--- config.mk ---
export PLATFORM = sky130hd
export DESIGN_NAME = dfs_supervisor
export DESIGN_NICKNAME = d
export VERILOG_FILES = /design/src/dfs_pkg.sv /design/src/dfs_fault_timer.sv /design/src/dfs_supervisor.sv
export VERILOG_INCLUDE_DIRS = /design/src /design/src/src
export SDC_FILE = /design/constraint.sdc
export NUM_CORES = 1
export LEC_CHECK = 0
export ABC_AREA = 1
export BUFFER_PORTS_ARGS = -buffer_cell sky130_fd_sc_hd__buf_2
export CAP_MARGIN = 20
export CORE_MARGIN = 4
export CORE_UTILIZATION = 64
export DETAILED_ROUTE_END_ITERATION = 10
export PLACE_DENSITY = 0.81
export SYNTH_ARGS = -nofsm -noshare
export SYNTH_HDL_FRONTEND = slang
export SYNTH_SLANG_ARGS = --single-unit
export TNS_END_PERCENT = 5
--- constraint.sdc ---
create_clock -name clk -period 4.8 [get_ports clk]
set_input_delay 0.48 -clock clk [delete_from_list [all_inputs] [get_ports clk]]
set_output_delay 0.48 -clock clk [all_outputs]
set_load 0.01 [all_outputs]
--- src/dfs_params.svh ---
// Constants for the driver fault supervisor: timing, field positions, reset values
`ifndef DFS_PARAMS_SVH
`define DFS_PARAMS_SVH

// ----------------------------------------------------------------
// Clock and timing
// ----------------------------------------------------------------
`define DFS_CLK_MHZ       40
`define DFS_SC_LONG_US    100000
`define DFS_SC_SHORT_US   12500
`define DFS_OV_LONG_US    15000
`define DFS_OV_SHORT_US   3500
`define DFS_UV_US         1000
`define DFS_TIMER_W       23

// ----------------------------------------------------------------
// Serial word layout and reset values
// ----------------------------------------------------------------
`define DFS_WORD_BITS     16
`define DFS_NUM_OUTS      12
`define DFS_CTRL_RESET    16'he000
`define DFS_LAST_BIT      4'hf

`endif

--- src/dfs_pkg.sv ---
// Types shared by the driver fault supervisor
package dfs_pkg;

	// Serial pins, sampled by the system clock
	typedef struct packed {
		logic csN;
		logic sclk;
		logic sdi;
	} dfs_serial_type;

	// Digital indications from the analog comparators
	typedef struct packed {
		logic        overVolt;
		logic        underVolt;
		logic        prewarnSet;
		logic        prewarnReset;
		logic        thermShutdown;
		logic        thermCool;
		logic [11:0] openLoad;
		logic [11:0] curLimit;
	} dfs_sense_type;

	// Input word written by the controller
	typedef struct packed {
		logic        run;
		logic        shortDelaySelect;
		logic        openLoadDetectN;
		logic [11:0] outCtrl;
		logic        statusResetRequest;
	} dfs_ctrl_type;

	// Status word returned to the controller
	typedef struct packed {
		logic        supplyFailFlag;
		logic        standby;
		logic        shortDetectedFlag;
		logic [11:0] outStatus;
		logic        tempPrewarnFlag;
	} dfs_status_type;

	// Serial link states, Gray along idle-shift-full-overrun
	typedef enum logic [1:0] {
		LINK_IDLE  = 2'b00,
		LINK_SHIFT = 2'b01,
		LINK_FULL  = 2'b11,
		LINK_OVER  = 2'b10
	} dfs_link_state_type;

endpackage

--- src/dfs_fault_timer.sv ---
// Delay timer that expires after a fault has held for a programmed number of cycles
module dfs_fault_timer #(
	parameter int TW = 23
) (
	input  wire logic          clk,
	input  wire logic          rst_n,
	input  wire logic          ce,
	input  wire logic          fault,
	input  wire logic [TW-1:0] limit,
	output logic               expired
);

	logic [TW-1:0] count_r;
	logic          atLimit;

	// Saturating count; any gap in the fault restarts it
	always_ff @(posedge clk) begin
		if (!rst_n) begin
			count_r <= '0;
		end else if (ce) begin
			if (!fault) begin
				count_r <= '0;
			end else if (!atLimit) begin
				count_r <= count_r + 1'b1;
			end
		end
	end

	// Drops the same cycle the fault clears
	assign atLimit = (count_r >= limit);
	assign expired = fault & atLimit;

endmodule

--- src/dfs_supervisor.sv ---
// Fault supervision, protection and serial word handling for a twelve-switch driver
//
// Operation
// Supply over/undervoltage starts timer; on expiry set supply-fail, disable all outputs.
// Outputs return at once when the supply is back in range.
// Supply-fail flag holds until a status-reset request is written.
// Open-load detect low enables pull-up on high side, pull-down on low side.
// Output status bit high on open load, low when load is connected.
// Switching an output on drops open-load detection for that output only.
// Prewarning flag set by set indication, cleared by lower reset indication.
// Chip select falling presents the prewarning flag on serial out at once.
// Chip select rising early abandons the transfer; both words stay unchanged.
// Thermal shutdown disables all outputs and forces every status bit high.
// Outputs return after thermal shutdown only when cool and status-reset written.
// Persistent current limit for the selected delay disables output, sets short flag.
// Current limit while prewarning is set disables that output at once.
// Status-reset request clears short flag and re-enables short-disabled outputs.
// Run bit low or disable pin low turns all outputs off; link still works.
// Outputs return when run bit is one and disable pin is high.
// Delay select picks 100/12.5 ms short delay and 15/3.5 ms overvoltage delay.
// Status bit 14 reads standby when run bit or disable pin is low.
// Input word resets with run, delay select, open-load detect high, rest low.
// Status word: prewarn bit 0, outputs 1-12, short 13, supply fail 15.
// Undervoltage delay is a fixed cycle count set as a build parameter.
// Every delay timer restarts when its fault clears before expiry.
`include "dfs_params.svh"

module dfs_supervisor #(
	parameter int TW          = `DFS_TIMER_W,
	parameter int SC_LONG_CYC = `DFS_SC_LONG_US * `DFS_CLK_MHZ,
	parameter int SC_SHRT_CYC = `DFS_SC_SHORT_US * `DFS_CLK_MHZ,
	parameter int OV_LONG_CYC = `DFS_OV_LONG_US * `DFS_CLK_MHZ,
	parameter int OV_SHRT_CYC = `DFS_OV_SHORT_US * `DFS_CLK_MHZ,
	parameter int UV_CYC      = `DFS_UV_US * `DFS_CLK_MHZ
) (
	input  wire logic                  clk,
	input  wire logic                  rst_n,
	input  wire logic                  ce,
	input  wire dfs_pkg::dfs_serial_type serialIn,
	input  wire logic                  hwDisablePinN,
	input  wire dfs_pkg::dfs_sense_type  sense,
	output logic                       sdo,
	output logic                       sdoOe,
	output logic [5:0]                 highSideOutputs,
	output logic [5:0]                 lowSideOutputs,
	output logic [5:0]                 hsPullUpEn,
	output logic [5:0]                 lsPullDownEn,
	output logic                       tempPrewarnFlag,
	output logic                       shortDetectedFlag,
	output logic                       supplyFailFlag,
	output logic                       standby,
	output logic                       thermalOff
);

	localparam int NO = `DFS_NUM_OUTS;
	localparam int WB = `DFS_WORD_BITS;
	localparam int SW = $bits(dfs_pkg::dfs_sense_type) + $bits(dfs_pkg::dfs_serial_type) + 1;

	// ----------------------------------------------------------------
	// Input synchronisers
	// ----------------------------------------------------------------
	logic [SW-1:0]           meta_r;
	logic [SW-1:0]           sync_r;
	dfs_pkg::dfs_sense_type  sSense;
	dfs_pkg::dfs_serial_type sSer;
	logic                    sInhN;

	// Every pin and comparator is asynchronous to clk
	always_ff @(posedge clk) begin
		if (!rst_n) begin
			meta_r <= SW'(4'h8);                                        // Select parks high
			sync_r <= SW'(4'h8);
		end else if (ce) begin
			meta_r <= {sense, serialIn, hwDisablePinN};
			sync_r <= meta_r;
		end
	end

	assign {sSense, sSer, sInhN} = sync_r;

	// ----------------------------------------------------------------
	// Serial link edge detection
	// ----------------------------------------------------------------
	logic csPrev_r;
	logic sclkPrev_r;
	logic csFall;
	logic csRise;
	logic sclkRise;
	logic sclkFall;

	always_ff @(posedge clk) begin
		if (!rst_n) begin
			csPrev_r   <= 1'b1;                                     // Idle level, no false edge
			sclkPrev_r <= 1'b0;
		end else if (ce) begin
			csPrev_r   <= sSer.csN;
			sclkPrev_r <= sSer.sclk;
		end
	end

	// Clock edges count only inside a frame
	assign csFall   = csPrev_r & ~sSer.csN;
	assign csRise   = ~csPrev_r & sSer.csN;
	assign sclkRise = ~sclkPrev_r & sSer.sclk & ~sSer.csN;
	assign sclkFall = sclkPrev_r & ~sSer.sclk & ~sSer.csN;

	// ----------------------------------------------------------------
	// Serial link state and shift registers
	// ----------------------------------------------------------------
	dfs_pkg::dfs_link_state_type linkState_r;
	dfs_pkg::dfs_link_state_type linkState_nxt;
	logic [3:0]                  bitCnt_r;
	logic [WB-1:0]               shIn_r;
	logic [WB-1:0]               shOut_r;
	dfs_pkg::dfs_ctrl_type       ctrl_r;
	dfs_pkg::dfs_status_type     statusWord;
	logic                        wordTaken;
	logic                        srrPulse;

	// Word counting: exactly sixteen clocks make a valid frame
	always_comb begin
		linkState_nxt = linkState_r;
		case (linkState_r)
			dfs_pkg::LINK_IDLE: begin
				if (sclkRise) begin
					linkState_nxt = dfs_pkg::LINK_SHIFT;
				end
			end
			dfs_pkg::LINK_SHIFT: begin
				if (sclkRise && bitCnt_r == `DFS_LAST_BIT) begin
					linkState_nxt = dfs_pkg::LINK_FULL;
				end
			end
			dfs_pkg::LINK_FULL: begin
				if (sclkRise) begin
					linkState_nxt = dfs_pkg::LINK_OVER;
				end
			end
			dfs_pkg::LINK_OVER: begin
				linkState_nxt = dfs_pkg::LINK_OVER;
			end
			default: begin
				linkState_nxt = dfs_pkg::LINK_IDLE;
			end
		endcase
		if (csFall || sSer.csN) begin
			linkState_nxt = dfs_pkg::LINK_IDLE;
		end
	end

	always_ff @(posedge clk) begin
		if (!rst_n) begin
			linkState_r <= dfs_pkg::LINK_IDLE;
			bitCnt_r    <= 4'h0;
		end else if (ce) begin
			linkState_r <= linkState_nxt;
			if (csFall) begin
				bitCnt_r <= 4'h0;
			end else if (sclkRise) begin
				bitCnt_r <= bitCnt_r + 4'h1;
			end
		end
	end

	// Input bits arrive LSB first on rising clock edges
	always_ff @(posedge clk) begin
		if (!rst_n) begin
			shIn_r <= '0;
		end else if (ce && sclkRise) begin
			shIn_r <= {sSer.sdi, shIn_r[WB-1:1]};
		end
	end

	// Status snapshot taken at frame start; bit 0 is the prewarning flag
	always_ff @(posedge clk) begin
		if (!rst_n) begin
			shOut_r <= '0;
		end else if (ce) begin
			if (csFall) begin
				shOut_r <= statusWord;
			end else if (sclkFall) begin
				shOut_r <= {1'b0, shOut_r[WB-1:1]};
			end
		end
	end

	assign sdo   = shOut_r[0];
	assign sdoOe = ~sSer.csN;

	// Short frames leave the input word untouched
	assign wordTaken = csRise && (linkState_r == dfs_pkg::LINK_FULL);
	assign srrPulse  = wordTaken & shIn_r[0];

	always_ff @(posedge clk) begin
		if (!rst_n) begin
			ctrl_r <= `DFS_CTRL_RESET;
		end else if (ce && wordTaken) begin
			ctrl_r <= shIn_r;
		end
	end

	// ----------------------------------------------------------------
	// Delay timers
	// ----------------------------------------------------------------
	logic [TW-1:0] ovLimit;
	logic [TW-1:0] scLimit;
	logic          ovExp;
	logic          uvExp;
	logic [NO-1:0] scOff_r;
	logic [NO-1:0] scFault;
	logic [NO-1:0] scExp;
	logic [NO-1:0] scSet;
	logic          tp_r;

	// One select bit steers both delays
	assign ovLimit = ctrl_r.shortDelaySelect ? TW'(OV_LONG_CYC) : TW'(OV_SHRT_CYC);
	assign scLimit = ctrl_r.shortDelaySelect ? TW'(SC_LONG_CYC) : TW'(SC_SHRT_CYC);

	dfs_fault_timer #(.TW(TW)) ovTimer (
		.clk     (clk),
		.rst_n   (rst_n),
		.ce      (ce),
		.fault   (sSense.overVolt),
		.limit   (ovLimit),
		.expired (ovExp)
	);
	dfs_fault_timer #(.TW(TW)) uvTimer (
		.clk     (clk),
		.rst_n   (rst_n),
		.ce      (ce),
		.fault   (sSense.underVolt),
		.limit   (TW'(UV_CYC)),
		.expired (uvExp)
	);
	// A short that has been cut no longer counts
	assign scFault = sSense.curLimit & ~scOff_r;
	assign scSet   = scExp | (scFault & {NO{tp_r}});
	genvar gi;
	generate
		for (gi = 0; gi < NO; gi++) begin : gScTimer
			dfs_fault_timer #(.TW(TW)) scTimer (
				.clk     (clk),
				.rst_n   (rst_n),
				.ce      (ce),
				.fault   (scFault[gi]),
				.limit   (scLimit),
				.expired (scExp[gi])
			);
		end
	endgenerate

	// ----------------------------------------------------------------
	// Fault flags
	// ----------------------------------------------------------------
	logic psf_r;
	logic scd_r;
	logic thermOff_r;
	logic supplyOff;
	// Timer expiry drops as soon as the supply recovers
	assign supplyOff = ovExp | uvExp;
	// Set wins over a clear in the same cycle
	always_ff @(posedge clk) begin
		if (!rst_n) begin
			psf_r      <= 1'b0;
			scd_r      <= 1'b0;
			tp_r       <= 1'b0;
			thermOff_r <= 1'b0;
			scOff_r    <= '0;
		end else if (ce) begin
			if (supplyOff) begin
				psf_r <= 1'b1;
			end else if (srrPulse) begin
				psf_r <= 1'b0;
			end
			if (|scSet) begin
				scd_r <= 1'b1;
			end else if (srrPulse) begin
				scd_r <= 1'b0;
			end
			if (sSense.prewarnSet) begin
				tp_r <= 1'b1;
			end else if (sSense.prewarnReset) begin
				tp_r <= 1'b0;
			end
			if (sSense.thermShutdown) begin
				thermOff_r <= 1'b1;
			end else if (srrPulse && sSense.thermCool) begin
				thermOff_r <= 1'b0;
			end
			scOff_r <= (scOff_r & ~{NO{srrPulse}}) | scSet;
		end
	end

	// ----------------------------------------------------------------
	// Output stages and open-load test currents
	// ----------------------------------------------------------------
	logic          run;
	logic          allOn;
	logic [NO-1:0] drv_r;
	logic [NO-1:0] testEn_r;
	logic [NO-1:0] outStat;

	// Either inhibit path stops the stages; the link keeps running
	assign run   = ctrl_r.run & sInhN;
	assign allOn = run & ~supplyOff & ~thermOff_r;
	always_ff @(posedge clk) begin
		if (!rst_n) begin
			drv_r    <= '0;
			testEn_r <= '0;
		end else if (ce) begin
			drv_r    <= ctrl_r.outCtrl & ~scOff_r & ~scSet & {NO{allOn}};
			testEn_r <= ~ctrl_r.outCtrl & {NO{~ctrl_r.openLoadDetectN}};
		end
	end

	// On: shows drive; off with test current: shows open load
	assign outStat = drv_r | (testEn_r & sSense.openLoad);
	// Shutdown forces every status bit high
	assign statusWord = thermOff_r ? '1 :
		{psf_r, ~run, scd_r, outStat, tp_r};

	// Even index is a low side, odd index a high side
	generate
		for (gi = 0; gi < NO / 2; gi++) begin : gOutMap
			assign lowSideOutputs[gi]  = drv_r[2 * gi];
			assign highSideOutputs[gi] = drv_r[2 * gi + 1];
			assign lsPullDownEn[gi]    = testEn_r[2 * gi];
			assign hsPullUpEn[gi]      = testEn_r[2 * gi + 1];
		end
	endgenerate
	assign tempPrewarnFlag   = tp_r;
	assign shortDetectedFlag = scd_r;
	assign supplyFailFlag    = psf_r;
	assign standby           = ~run;
	assign thermalOff        = thermOff_r;

endmodule

==> results.toml <==
[die]
io_pins = 68
num_rows = 75
start_util_pct = 65.1
fp.coreArea_um2 = 42200
die_area_um2 = 46400
die_height_um = 215
die_w_um = 215

[synthesis]
synth_area_um2 = 27500
synth-seq-cells = 485
ys_async_sr_fraction_pct = 0
synth-xor-area-share_pct = 2.58
yosysSeqAreaShare_pct = 35.3
yosys.cell_types.count = 60
synthSimpleGateAreaFrac_pct = 34.4
yosys_warnings = 0
synthTopCellsByArea = "dfxtp_1, nand2_1, nor2_1, a21oi_1, inv_1"
synth_mux_area_share_pct = 0
synth_top_area_share_pct = 35.3
avgSynthCellArea_um2 = 6.65
synth_edf_count = 0
yosys.area_share.adder_pct = 5.96
synth_top_family_by_area = "simple AND/OR/NAND/NOR gates"
synth_compound_area_share_pct = 13.1
synth_top_area_cell = "dfxtp_1"
syn_nets = 4307
synthCells = 4139
ys.flop_type = "dfxtp_1"

[drt]
vias = 26800
drt-pass1-iter-count = 6
post_drt_wl_per_cell_um = 14.9
drc_errors = 0
final_antenna_net_count = 0
wl_mm = 70.5
drt_iter0_drc = 2526
vias_per_cell = 5.66

[sta]
post-route-period-util_pct = 69.6
setup_viol = 0
fin_ws_ns = 1.46
clock_skew_ns = 0.0161
slew_headroom_pct = 21.5
drv_slew = 0
rsz0062_at_grt = "no"
worst_slew_pin_slew_ns = 1.17
hold_viol_final = 0
fmax_mhz = 299
min_period_ns = 3.34
tns_ns = 0

[final_layout]
fin_cells = 4738
layout-drive-gt1-share_pct = 6.48
syn_to_final_growth_pct = 8.27
nets = 4324
diodes = 0

[pwr]
p_leak_uw = 0.0114
power.density_nw_per_um2 = 290
ir_drop_uv = 266

[worst_setup_path]
critPathSlowestCell = "dfxtp_2"
crit_fanout = 31
crit_chain = "clkinv_2 -> buf_4 -> ha_1 -> inv_1 -> nor2_1 -> nand2_1 -> nor2_1 -> nand2_1 -> nand2_1 -> nor2_1 -> nand2_1 -> nand2_1 -> nand2_2 -> inv_1 -> nand3_1 -> o21ai_0 -> a21oi_1"
cp_num_cells = 17
end_kind = "flip-flop"
crit_type = "flip-flop to flip-flop"
path_delay_family = "buffers and inverters"
worst-path-buf-inv = 4
worstReg2RegEnd = "gScTimer[8].scTimer.count_r[10]"
slowest_delay_ns = 0.73
ff2ff_path_depth = 17
r2r-start = "ctrl_r[14]"
crit_arrival_ns = 3.84
worstPathRequired_ns = 5.30
regToRegSetupSlack_ns = 1.46
cpMostUsedCell = "nand2_1"
start_kind = "flip-flop"

[global_route]
grt_pass1_wl_mm = 117
antenna_found_initial = 0
grt_overflow = 0
grt_use_total_pct = 29.3
grt_max_degree = 100
grt_pass1_vias = 24300

[clock_network]
cts_buffers = 52
cts.sinks = 485
cts-resized-gates = 0
cts_tree = "done"
cts-htree-levels = 2
clockBufferDepth = 3
clkLatencyLatePin_ns = 0.61
post-cts-setup-buffers = 0
path_clk_slew_ns = 0.06
ctsHoldBuffers = 0
root_buffer = "clkbuf_16"

[placement]
dpl.hpwl_mm = 49.0
gp_congestion = 0.943
place_ws_ns = 1.53
io_buffers = 67
placed_cells = 4641

[job]
cap_viol_max_count = 0

[min_path]
min-delay-start = "serialIn[2]"
hold_path_depth = 3
min_to = "meta_r[3]"
min_path_type = "primary input to flip-flop"

[outcome]
status = "completed"
[worst max path at each step]
stage / from / endpoint / slack [ns]
floorplan: ctrl_r[14] / gScTimer[11].scTimer.count_r[6] / 0.80
global placement: ctrl_r[14] / gScTimer[8].scTimer.count_r[10] / 1.53
detailed placement: ctrl_r[14] / gScTimer[8].scTimer.count_r[10] / 1.53
CTS: ctrl_r[14] / gScTimer[8].scTimer.count_r[10] / 1.51
global route: ctrl_r[14] / gScTimer[8].scTimer.count_r[10] / 1.16
finish: ctrl_r[14] / gScTimer[8].scTimer.count_r[10] / 1.46
[per-stage QoR]
stage                     util (%)  total power (µW)  cell area (µm²)  hold slack (ns)
after floorplan                  -              4520            27500            0.418
after global routing          70.5              8900            29800           0.0927
final                         70.5              8620            29800           0.0780
after CTS                     70.5              8670            29800           0.0523
after global placement        66.4              4630            28000            0.429
after detailed placement      66.4              4640            28000            0.435
[per-layer routing]
layer | GRT usage (%) | wire (µm)
met1 | 41.2 | 32700
met4 | 9.04 | 1880
met3 | 3.38 | 4340
met2 | 47.4 | 31500
met5 | 0 | 0
[kinds of logic (layout without fill, tap and decap cells)]
logic type | count (synthesis) | count (layout)
buf+inv | 591 | 651
xor+xnor | 81 | 81
compound gates | 675 | 675
fa+ha+maj | 131 | 131
flops | 485 | 485
simple gates | 2176 | 2176
[cells in the mapped netlist (5+ instances only)]
cell,n
nand2_1,900
nor2_1,648
dfxtp_1,485
inv_1,444
a21oi_1,343
o21ai_0,233
nand3_1,197
nor3_1,176
ha_1,131
nand4_1,109
xor2_1,63
clkbuf_1,60
nor4_1,48
buf_2,28
nand2_2,22
inv_2,21
o21ai_1,21
xnor2_1,18
o21a_1,14
nor2_2,12
o221ai_1,12
buf_4,11
a211oi_1,10
and3_1,10
buf_6,10
nand2_4,8
nor2_4,8
o21bai_1,8
nor3b_1,7
clkinv_1,6
nor3_2,6
buf_1,5
nor4_2,5
o211ai_1,5
o31ai_1,5
[cells in the final DEF (no fill, tap or decap), types with 65 or more instances in the layout]
master,netlist,routed
dfxtp_1,485,484
nor3_1,176,176
nand3_1,197,197
inv_1,444,442
buf_2,28,65
ha_1,131,131
nor2_1,648,648
a21oi_1,343,343
o21ai_0,233,233
nand4_1,109,109
nand2_1,900,900
[worst reg2reg max path: cells and delay by family, from the launching register on]
family | cells | cell delay [ns]
adders and majority gates | 1 | 0.36
DFF | 1 | 0.73
buffers and inverters | 4 | 0.98
AOI/OAI and AO/OA | 2 | 0.23
and+or+nand+nor | 10 | 0.94
[flip-flops by register name (all words and copies together), names as in the netlist, 2 cells and up]
register / count
uvTimer.count_r: 23
testEn_r: 12
linkState_r: 2
shOut_r: 16
gScTimer.scTimer.count_r: 276
shIn_r: 16
bitCnt_r: 4
drv_r: 12
ctrl_r: 15
sync_r: 34
scOff_r: 12
ovTimer.count_r: 23
meta_r: 34
[layout make-up]
class                           count  area [µm²]
Clock buffer                       75        1540
Timing Repair Buffer               79         443
Inverter                          475        1800
Fill cell                        3763       12400
Multi-Input combinational cell   3063       15400
Tap cell                          539         674
Sequential cell                   485        9710
Clock inverter                     22         201
[power by group]
part	switching [µW]	internal (µW)	total, µW
Clock	1720	2340	4060
Sequential	43.5	4090	4130
Combinational	328	103	432
Total	2090	6530	8620
Note: power is estimated with default switching activity, not from simulation.
